**src/inc/sppf_pkg.sv**
```systemverilog
// constants, state type and period function for the serial peripheral port
package sppf_pkg;
  localparam int          DW        = 16;        // shift word width
  localparam int          FD        = 16;        // fifo depth
  localparam int          CW        = 5;         // fifo level width
  localparam logic [4:0]  LIM_FULL  = 5'h10;     // fifo in use
  localparam logic [4:0]  LIM_BYP   = 5'h01;     // fifo bypassed
  localparam logic [6:0]  BAUD_MIN  = 7'h03;     // below this the divider is fixed
  localparam logic [7:0]  DIV_FIX   = 8'h04;     // fixed clock divide
  localparam logic [7:0]  LEAD_SYS  = 8'h03;     // select lead shortened by this
  localparam logic [15:0] REG_BASE  = 16'h7040;
  localparam logic [15:0] DATA_MASK = 16'h00FF;

  typedef enum logic [1:0] {ST_IDLE, ST_LEAD, ST_SHIFT, ST_TAIL} sppf_state_t;

  // serial clock period in clock cycles from the baud setting
  function automatic logic [7:0] sppf_period(input logic [6:0] b);
    return (b < BAUD_MIN) ? DIV_FIX : {1'b0, b} + 8'h01;
  endfunction : sppf_period
endpackage : sppf_pkg

```
**src/inc/sppf_strm_if.sv**
```systemverilog
// valid/ready word stream between the port core and its fifos
`timescale 1ns/1ps
interface sppf_strm_if #(parameter int W = 16);
  logic [W-1:0] data;
  logic         valid;
  logic         ready;
  modport src (output data, output valid, input ready);
  modport snk (input data, input valid, output ready);
endinterface : sppf_strm_if

```
**src/core/sppf_core.sv**
```systemverilog
// serial peripheral port: master/slave shifter with transmit and receive fifos
`timescale 1ns/1ps
// Functional notes
// words of 1 to 16 bits, full duplex
// only the master makes the serial clock
// shift out one edge, capture the other
// phase bit moves data half cycle earlier
// idle high, no delay: drive fall, sample rise
// idle high, delay: drive early, sample fall
// idle low, no delay: drive rise, sample fall
// idle low, delay: drive early, sample rise
// transmit can be disabled, reception continues
// sixteen-word fifos, bypassable by enable bit
// period is divide by 4 or baud+1
// period 4..128 even, 5..127 odd cycles
// odd divisor: first pulse half cycle longer
// select leads first edge 1.5 periods minus 3
// select released half period after last edge
// role bit and clock polarity bit
// eight-bit payload, upper byte zero
// twelve registers framed at fixed base
// events serviceable by polling status flags
// software keeps serial clock under limits
// deselected slave ignores clock, floats output
// finished word stored and flagged
module sppf_core (
  input  wire logic        mclk_i,        // 25 MHz clock
  input  wire logic        rst_i,         // async reset, high
  input  wire logic        cfg_master_i,  // 1 master, 0 slave
  input  wire logic        cfg_pol_i,     // 1 clock idles high
  input  wire logic        cfg_pha_i,     // 1 half-cycle early data
  input  wire logic        cfg_talk_i,    // 1 transmit enabled
  input  wire logic        cfg_fifo_en_i, // 1 fifos in use
  input  wire logic [3:0]  cfg_len_i,     // word length minus one
  input  wire logic [6:0]  cfg_baud_i,    // baud divisor
  input  wire logic [15:0] tx_data_i,     // word to send
  input  wire logic        tx_valid_i,    // word offered
  output logic             tx_ready_o,    // room for a word
  output logic      [15:0] rx_data_o,     // received word
  output logic             rx_valid_o,    // received word waiting
  input  wire logic        rx_ready_i,    // received word taken
  output logic             rx_word_o,     // pulse: word finished
  output logic             ovr_o,         // sticky receive overrun
  input  wire logic        ovr_clr_i,     // clears overrun
  input  wire logic        sclk_i,        // serial clock in
  output logic             sclk_o,        // serial clock out
  output logic             sclk_oe_o,     // serial clock driven
  input  wire logic        ste_n_i,       // slave select in
  output logic             ste_n_o,       // slave select out
  output logic             ste_n_oe_o,    // slave select driven
  input  wire logic        simo_i,        // slave_in_master_out in
  output logic             simo_o,        // slave_in_master_out out
  output logic             simo_oe_o,     // slave_in_master_out driven
  input  wire logic        somi_i,        // slave_out_master_in in
  output logic             somi_o,        // slave_out_master_in out
  output logic             somi_oe_o      // slave_out_master_in driven
);
  sppf_strm_if #(.W(sppf_pkg::DW)) txw ();
  sppf_strm_if #(.W(sppf_pkg::DW)) txr ();
  sppf_strm_if #(.W(sppf_pkg::DW)) rxw ();
  sppf_strm_if #(.W(sppf_pkg::DW)) rxr ();

  sppf_pkg::sppf_state_t st_r;
  logic [7:0]  cnt_r, per_c, h0_c, h1_c, lead_c;
  logic [3:0]  bit_r;
  logic [15:0] sh_r, ld_word, rx_word;
  logic [15:0] rxd_r;
  logic [4:0]  lim, tx_lvl;
  logic        half_r, wd_r, out_r, sclk_r, sclk_d_r, ste_r, rxv_r, ovr_r;
  logic        sclk_oe_r, ste_oe_r, simo_oe_r, somi_oe_r;
  logic        m_lead, m_trail, s_act, s_lead, s_trail, lead, trail;
  logic        samp, drv, last, done, load, sin;

  // bit of a word that goes out next
  function automatic logic pick(input logic [15:0] v, input logic [3:0] n);
    return v[n];
  endfunction : pick

  // mask keeping the low n+1 bits of a received word
  function automatic logic [15:0] lmask(input logic [3:0] n);
    return 16'hFFFF >> (4'hF - n);
  endfunction : lmask

  // fifos: limit of one word is the bypass, a single holding stage
  assign lim = cfg_fifo_en_i ? sppf_pkg::LIM_FULL : sppf_pkg::LIM_BYP;
  sppf_fifo #(.W(sppf_pkg::DW), .D(sppf_pkg::FD)) u_txf (
    .mclk_i  (mclk_i),
    .rst_i   (rst_i),
    .lim_i   (lim),
    .wr      (txw),
    .rd      (txr),
    .level_o (tx_lvl)
  );
  sppf_fifo #(.W(sppf_pkg::DW), .D(sppf_pkg::FD)) u_rxf (
    .mclk_i  (mclk_i),
    .rst_i   (rst_i),
    .lim_i   (lim),
    .wr      (rxw),
    .rd      (rxr),
    .level_o ()
  );

  // user side of both fifos; ready and valid double as polled status
  assign txw.data   = tx_data_i;
  assign txw.valid  = tx_valid_i;
  assign tx_ready_o = txw.ready;
  assign txr.ready  = load;
  assign rxw.data   = rxd_r;
  assign rxw.valid  = rxv_r;
  assign rx_data_o  = rxr.data;
  assign rx_valid_o = rxr.valid;
  assign rxr.ready  = rx_ready_i;

  // period and half-pulse lengths; odd periods make the first half longer
  assign per_c  = sppf_pkg::sppf_period(cfg_baud_i);
  assign h0_c   = (per_c + 8'h01) >> 1;
  assign h1_c   = per_c >> 1;
  assign lead_c = per_c + h1_c - sppf_pkg::LEAD_SYS;

  // edge events: master from its own half counter, slave from the pin
  assign m_lead  = cfg_master_i && cnt_r == 8'h00 &&
                   (st_r == sppf_pkg::ST_LEAD || (st_r == sppf_pkg::ST_SHIFT && half_r));
  assign m_trail = cfg_master_i && cnt_r == 8'h00 && st_r == sppf_pkg::ST_SHIFT && !half_r;
  assign s_act   = !cfg_master_i && !ste_n_i && st_r == sppf_pkg::ST_SHIFT;
  assign s_lead  = s_act && sclk_d_r == cfg_pol_i && sclk_i != cfg_pol_i;
  assign s_trail = s_act && sclk_d_r != cfg_pol_i && sclk_i == cfg_pol_i;
  assign lead    = m_lead || s_lead;
  assign trail   = m_trail || s_trail;

  // phase picks which edge samples and which drives
  assign samp = cfg_pha_i ? lead : trail;
  assign drv  = cfg_pha_i ? trail : lead;
  assign last = bit_r == cfg_len_i;
  assign done = samp && last;
  assign sin  = cfg_master_i ? somi_i : simo_i;

  // a master starts on queued data; a slave loads when selected
  assign load    = st_r == sppf_pkg::ST_IDLE && (cfg_master_i ? txr.valid : !ste_n_i);
  assign ld_word = txr.valid ? txr.data : '0;
  assign rx_word = {sh_r[14:0], sin} & lmask(cfg_len_i);

  // sequencer: select lead, shifting halves, select tail
  always_ff @(posedge mclk_i or posedge rst_i) begin
    if (rst_i) begin
      st_r   <= sppf_pkg::ST_IDLE;
      cnt_r  <= 8'h00;
      half_r <= 1'b0;
    end else begin
      case (st_r)
        sppf_pkg::ST_IDLE: begin
          half_r <= 1'b0;
          if (load) begin
            st_r  <= cfg_master_i ? sppf_pkg::ST_LEAD : sppf_pkg::ST_SHIFT;
            cnt_r <= lead_c - 8'h01;
          end
        end
        sppf_pkg::ST_LEAD: begin
          if (cnt_r == 8'h00) begin
            st_r  <= sppf_pkg::ST_SHIFT;
            cnt_r <= h0_c - 8'h01;
          end else begin
            cnt_r <= cnt_r - 8'h01;
          end
        end
        sppf_pkg::ST_SHIFT: begin
          if (!cfg_master_i) begin
            if (ste_n_i || done) st_r <= sppf_pkg::ST_IDLE;
          end else if (cnt_r != 8'h00) begin
            cnt_r <= cnt_r - 8'h01;
          end else if (half_r) begin
            half_r <= 1'b0;
            cnt_r  <= h0_c - 8'h01;
          end else if (wd_r || done) begin
            st_r  <= sppf_pkg::ST_TAIL;
            cnt_r <= h1_c - 8'h01;
          end else begin
            half_r <= 1'b1;
            cnt_r  <= h1_c - 8'h01;
          end
        end
        sppf_pkg::ST_TAIL: begin
          if (cnt_r == 8'h00) st_r <= sppf_pkg::ST_IDLE;
          else cnt_r <= cnt_r - 8'h01;
        end
        default: st_r <= sppf_pkg::ST_IDLE;
      endcase
    end
  end

  // shift register, bit count and word-finished marker
  always_ff @(posedge mclk_i or posedge rst_i) begin
    if (rst_i) begin
      sh_r  <= '0;
      bit_r <= 4'h0;
      wd_r  <= 1'b0;
    end else if (load) begin
      sh_r  <= ld_word;
      bit_r <= 4'h0;
      wd_r  <= 1'b0;
    end else if (samp) begin
      sh_r  <= {sh_r[14:0], sin};
      bit_r <= last ? 4'h0 : bit_r + 4'h1;
      if (last) wd_r <= 1'b1;
    end
  end

  // serial data out: first bit at load, then on each drive edge
  always_ff @(posedge mclk_i or posedge rst_i) begin
    if (rst_i)     out_r <= 1'b0;
    else if (load) out_r <= pick(ld_word, cfg_len_i);
    else if (drv)  out_r <= pick(sh_r, cfg_len_i);
  end

  // serial clock: toggles on master edges, rests at idle level
  always_ff @(posedge mclk_i or posedge rst_i) begin
    if (rst_i)                          sclk_r <= 1'b0;
    else if (m_lead || m_trail)         sclk_r <= ~sclk_r;
    else if (st_r == sppf_pkg::ST_IDLE) sclk_r <= cfg_pol_i;
  end

  // select: low from load through the tail in master mode
  always_ff @(posedge mclk_i or posedge rst_i) begin
    if (rst_i)              ste_r <= 1'b1;
    else if (!cfg_master_i) ste_r <= 1'b1;
    else if (load)          ste_r <= 1'b0;
    else if (st_r == sppf_pkg::ST_TAIL && cnt_r == 8'h00) ste_r <= 1'b1;
  end

  // pin drivers; a deselected slave floats its data out
  always_ff @(posedge mclk_i or posedge rst_i) begin
    if (rst_i) begin
      sclk_oe_r <= 1'b0;
      ste_oe_r  <= 1'b0;
      simo_oe_r <= 1'b0;
      somi_oe_r <= 1'b0;
      sclk_d_r  <= 1'b0;
    end else begin
      sclk_oe_r <= cfg_master_i;
      ste_oe_r  <= cfg_master_i;
      simo_oe_r <= cfg_master_i && cfg_talk_i;
      somi_oe_r <= !cfg_master_i && cfg_talk_i && !ste_n_i;
      sclk_d_r  <= sclk_i;
    end
  end

  // finished word goes to the receive fifo; a refused word is overrun
  always_ff @(posedge mclk_i or posedge rst_i) begin
    if (rst_i) begin
      rxv_r <= 1'b0;
      rxd_r <= '0;
      ovr_r <= 1'b0;
    end else begin
      rxv_r <= done;
      if (done) rxd_r <= rx_word;
      if (rxv_r && !rxw.ready) ovr_r <= 1'b1; // set wins over clear
      else if (ovr_clr_i)      ovr_r <= 1'b0;
    end
  end

  assign sclk_o     = sclk_r;
  assign sclk_oe_o  = sclk_oe_r;
  assign ste_n_o    = ste_r;
  assign ste_n_oe_o = ste_oe_r;
  assign simo_o     = out_r;
  assign simo_oe_o  = simo_oe_r;
  assign somi_o     = out_r;
  assign somi_oe_o  = somi_oe_r;
  assign rx_word_o  = rxv_r;
  assign ovr_o      = ovr_r;

  // helper: cycles since the serial clock last changed
  logic [7:0] gap_r;
  logic       sclk_q_r;
  always_ff @(posedge mclk_i or posedge rst_i) begin
    if (rst_i) begin
      gap_r    <= 8'h00;
      sclk_q_r <= 1'b0;
    end else begin
      sclk_q_r <= sclk_r;
      if (sclk_r != sclk_q_r)  gap_r <= 8'h01;
      else if (gap_r != 8'hFF) gap_r <= gap_r + 8'h01;
    end
  end
endmodule : sppf_core

```
**src/core/sppf_fifo.sv**
```systemverilog
// word fifo with registered read data and a programmable fill limit
`timescale 1ns/1ps
module sppf_fifo #(
  parameter int W = 16,
  parameter int D = 16
) (
  input  wire logic                   mclk_i,  // clock
  input  wire logic                   rst_i,   // async reset
  input  wire logic [$clog2(D+1)-1:0] lim_i,   // usable depth
  sppf_strm_if.snk                    wr,      // fill side
  sppf_strm_if.src                    rd,      // drain side
  output logic      [$clog2(D+1)-1:0] level_o  // words held
);
  localparam int AW = $clog2(D);
  localparam int CW = $clog2(D+1);

  logic [W-1:0]  mem [D];
  logic [AW-1:0] wp_r, rp_r, rp_nxt;
  logic [CW-1:0] cnt_r, cnt_nxt;
  logic [W-1:0]  rd_r;
  logic          rdy_r, vld_r, push, pop;

  assign push    = wr.valid && rdy_r;
  assign pop     = vld_r && rd.ready;
  assign rp_nxt  = pop ? rp_r + 1'b1 : rp_r;
  assign cnt_nxt = cnt_r + CW'(push) - CW'(pop);

  // storage has no reset; only pointers define what is valid
  always_ff @(posedge mclk_i) begin
    if (push) mem[wp_r] <= wr.data;
  end

  // pointers, level and flags; ready compares against the limit
  always_ff @(posedge mclk_i or posedge rst_i) begin
    if (rst_i) begin
      wp_r  <= '0;
      rp_r  <= '0;
      cnt_r <= '0;
      rdy_r <= 1'b1;
      vld_r <= 1'b0;
    end else begin
      if (push) wp_r <= wp_r + 1'b1;
      rp_r  <= rp_nxt;
      cnt_r <= cnt_nxt;
      rdy_r <= cnt_nxt < lim_i;
      vld_r <= cnt_nxt != '0;
    end
  end

  // head word is forwarded when written into the slot being read next
  always_ff @(posedge mclk_i or posedge rst_i) begin
    if (rst_i) rd_r <= '0;
    else       rd_r <= (push && wp_r == rp_nxt) ? wr.data : mem[rp_nxt];
  end

  assign wr.ready = rdy_r;
  assign rd.valid = vld_r;
  assign rd.data  = rd_r;
  assign level_o  = cnt_r;
endmodule : sppf_fifo

```
**config.mk**
```make
export PLATFORM = sky130hd
export DESIGN_NAME = sppf_core
export DESIGN_NICKNAME = d
export VERILOG_FILES = /design/src/inc/sppf_pkg.sv /design/src/inc/sppf_strm_if.sv /design/src/core/sppf_core.sv /design/src/core/sppf_fifo.sv
export SDC_FILE = /design/constraint.sdc
export NUM_CORES = 1
export LEC_CHECK = 0
export BUFFER_PORTS_ARGS = -buffer_cell sky130_fd_sc_hd__buf_4
export CORE_ASPECT_RATIO = 0.7
export CORE_MARGIN = 2
export CORE_UTILIZATION = 55
export CTS_CLUSTER_DIAMETER = 60
export DETAILED_ROUTE_END_ITERATION = 16
export PLACE_DENSITY = 0.75
export SKIP_LAST_GASP = 1
export SYNTH_ARGS = -nofsm -noshare
export SYNTH_HDL_FRONTEND = slang
export SYNTH_SLANG_ARGS = --single-unit
```
**constraint.sdc**
```tcl
create_clock -name mclk_i -period 11.1 [get_ports mclk_i]
set_input_delay 1.11 -clock mclk_i [delete_from_list [all_inputs] [get_ports mclk_i]]
set_output_delay 1.11 -clock mclk_i [all_outputs]
set_load 0.05 [all_outputs]
```
==> flow_summary.yaml <==
floorplan:
  io-pin-count: 69
  initial_cell_density_of_the_core_pct: 55.46
  fp.coreArea_um2: 49090
  die_area_um2: 51330
  dieHeight_um: 190.2
  die_width_um: 269.9
  row_count: 68
pwr:
  leakagePower_nw: 10.87
  combinationalPowerShare_pct: 21.9
  powerDensity_nw_per_um2: 202.1
  power.clock.fraction_pct: 33.3
  p_seq_share_pct: 44.8
  intPower_mw: 4.424
  peakVddDrop_uv: 248.9
  sw_frac_of_total_pct: 28.23
  switchingPower_mw: 1.740
timing:
  worst_pin_slew_ns: 1.296
  unrepaired_setup_endpoints_after_global_routing: "no"
  finalSetupViolations: 0
  worst_hold_slack_ns: 0.5261
  hold_violations: 0
  max_slew_violation_count: 0
  final.setup_skew_ns: 0.02563
  post-route-period-util_pct: 40.63
  achievable-frequency_ghz: 0.2217
  timing.slew.headroom_pct: 13.59
  totalNegativeSetupSlack_ns: 0
  tmin_final_ns: 4.510
clock_network:
  cts_made_buffers: 58
  cts.reportedPaths.clkPinSlew_ns: 0.07
  post_cts_resized: 0
  cts-root-to-sink-buffers: 3
  insertion_delay_ns: 0.64
  cts.sink_count: 631
  holdBufCountCts: 0
  cts-htree-levels: 2
  cts_tree: "built"
  cts_post_setup_buffers_inserted: 0
  clk_root_buffer_cell: "clkbuf_16"
drt:
  antenna_violation_net_count_after_detailed_routing: 0
  wl_per_cell_um: 24.66
  drt_first_iter_violations: 1830
  vias_per_cell: 6.156
  detail_route.first_pass.iterations: 6
  vias: 15140
  finalWirelength_um: 60650
  detail_route.drc_violations: 0
placement:
  final_hpwl_from_detailed_placement_um: 35590
  placed_instance_count: 2348
  final_replace_weighted_congestion: 0.8984
  dpl-instance-area_um2: 28510
  io_buffer_count: 68
final_layout:
  design_area_um2: 30490
  finish.net_count: 1834
  fraction_of_final_layout_cells_with_drive_strength_greater_than_1_pct: 19.02
  area_overhead_vs_synth_pct: 11.99
  total_area_of_multi_input_combinational_cells_um2: 8358
  filler_cell_count: 3500
  sequential_cell_area_um2: 18360
  finish.cell_count_without_fillers: 2459
synthesis:
  synth_seq_area_share_pct: 67.42
  syn_area_per_cell_um2: 16.29
  synth_seq_cells: 631
  synthDominantCellAreaShare_pct: 56.47
  area_of_the_mapped_netlist_um2: 27230
  ys_warn_count: 0
  netlist_top_cells_area: "edfxtp_1, dfrtp_1, mux2i_1"
  synth_async_sr_flop_share_pct: 18.86
  postSynth.topFlopCell: "edfxtp_1"
  postSynthNetCount: 1762
  synth_area_leader_cell: "edfxtp_1"
  synth_enable_flop_cells: 512
  synthTopCellsByCount: "edfxtp_1, mux2i_1, dfrtp_1"
  postSynthCellCount: 1671
  yosysUniqueCellTypes: 83
  synth_most_common_cell: "edfxtp_1"
outcome:
  run_status: "completed"
global_routing:
  first_global_vias: 14830
  grt.total_usage_pct: 23.71
  grt-ovfl-total: 0
  grt_max_degree: 131
  grt_antenna_before_repair: 1
  grt_first_pass_wirelength_um: 91390
min_path:
  holdCritPathClass: "in -> async"
worst_setup_path:
  arrival_time_of_data_at_the_critical_path_endpoint_ns: 5.02
  worstSetupEndpointType: "flip-flop"
  worstPathMaxFanout: 62
  wp_data_required_ns: 11.61
  setup.worst_path.start_class: "flip-flop"
  timing_worst_setup_path_type: "reg -> reg"
job:
  cap_violations: 0
power by group through the flow:
stage | Sequential [mW] | Clock, mW | Combinational [mW]
3_3_place_gp | 2.80 | 0 | 1.33
2_1_floorplan | 2.87 | 0 | 0.919
5_1_grt | 2.77 | 2.17 | 1.45
4_1_cts | 2.76 | 2.08 | 1.36
3_5_place_dp | 2.80 | 0 | 1.35
6_report | 2.76 | 2.05 | 1.35
cell type report:
cell class / instances / area share [%]
timing repair buffer: 96 / 2.405
clock buffer: 82 / 5.388
sequential: 631 / 60.21
antenna: 1 / 0.008207
inverter: 60 / 0.7633
clock inverter: 28 / 1.087
multi-input combinational: 896 / 27.41
tap: 665 / 2.729
cell usage in the layout, fill, tap and decap left out, types with 26 or more instances in the layout:
cell type,n
clkbuf_16,59
and2_1,30
ha_1,48
and3_1,29
o21ai_1,32
mux2_2,59
a21oi_1,26
buf_4,95
mux2i_1,180
inv_1,55
nor2_1,30
a221o_1,30
mux4_2,70
xnor2_1,39
dfrtp_1,116
nand2_1,60
edfxtp_1,512
layer usage:
metal	part of all wire, %	wire (um)	global-route usage (%)
met2	45	27450	35.41
met5	0	0	0
met3	8.0	4842	4.708
met1	45	27290	36.34
met4	1.8	1076	5.256
registers in the layout (all words and copies together) (netlist names), 5 cells and up:
signal / count
u_rxf.mem: 256
u_txf.mem: 256
rxd_r: 16
sh_r: 16
u_rxf.rd.data: 16
u_txf.rd.data: 16
cnt_r: 8
u_rxf.level_o: 5
u_txf.level_o: 5
worst max-delay path, cell delays in order, from the launching register on:
cell	delay, ns
dfrtp_1	0.70
nor2_4	0.39
nand3_4	0.20
inv_4	0.27
xnor2_4	0.14
buf_4	0.50
buf_4	0.87
mux4_2	0.61
a22oi_1	0.24
o21ai_1	0.10
mux2_2	0.27
path summary, 6_finish.rpt:
| path | slack, ns | cells past startpoint | start | endpoint |
|---|---|---|---|---|
| max in group asynchronous | 9.15 | 3 | rst_i | u_rxf.rd.data[14]$_DFF_PP0_ |
| min in group mclk_i | 0.53 | 2 | ovr_o$_DFFE_PP0P_ | ovr_o$_DFFE_PP0P_ |
| worst max register to register | 6.59 | 10 | st_r[1]$_DFFE_PP0P_ | u_txf.rd.data[0]$_DFF_PP0_ |
| worst max-delay path | 6.59 | 10 | st_r[1]$_DFFE_PP0P_ | u_txf.rd.data[0]$_DFF_PP0_ |
| worst min-delay path | 0.53 | 2 | rst_i | cnt_r[0]$_DFFE_PP0P_ |
| worst min register to register | 0.53 | 2 | ovr_o$_DFFE_PP0P_ | ovr_o$_DFFE_PP0P_ |
per-stage QoR:
stage / power (mW) / util (%) / worst slack (ns)
final: 6.163 / 62.11 / 6.590
after global routing: 6.384 / 62.11 / 6.208
after CTS: 6.191 / 62.10 / 6.575
after global placement: 4.126 / 58.08 / 6.273
after detailed placement: 4.155 / 58.08 / 6.116
after floorplan: 3.794 / - / 6.837
cell families after synthesis:
kind of cell    count (synthesis)  share of synthesized area (%)
xor+xnor                       59                          2.004
simple gates                  243                          4.770
mux                           319                          15.26
fa+ha+maj                      51                          2.390
flops                         631                          67.42
compound gates                224                          5.910
buf+inv                       144                          2.247
No activity file was read; power rests on OpenSTA's default activity.
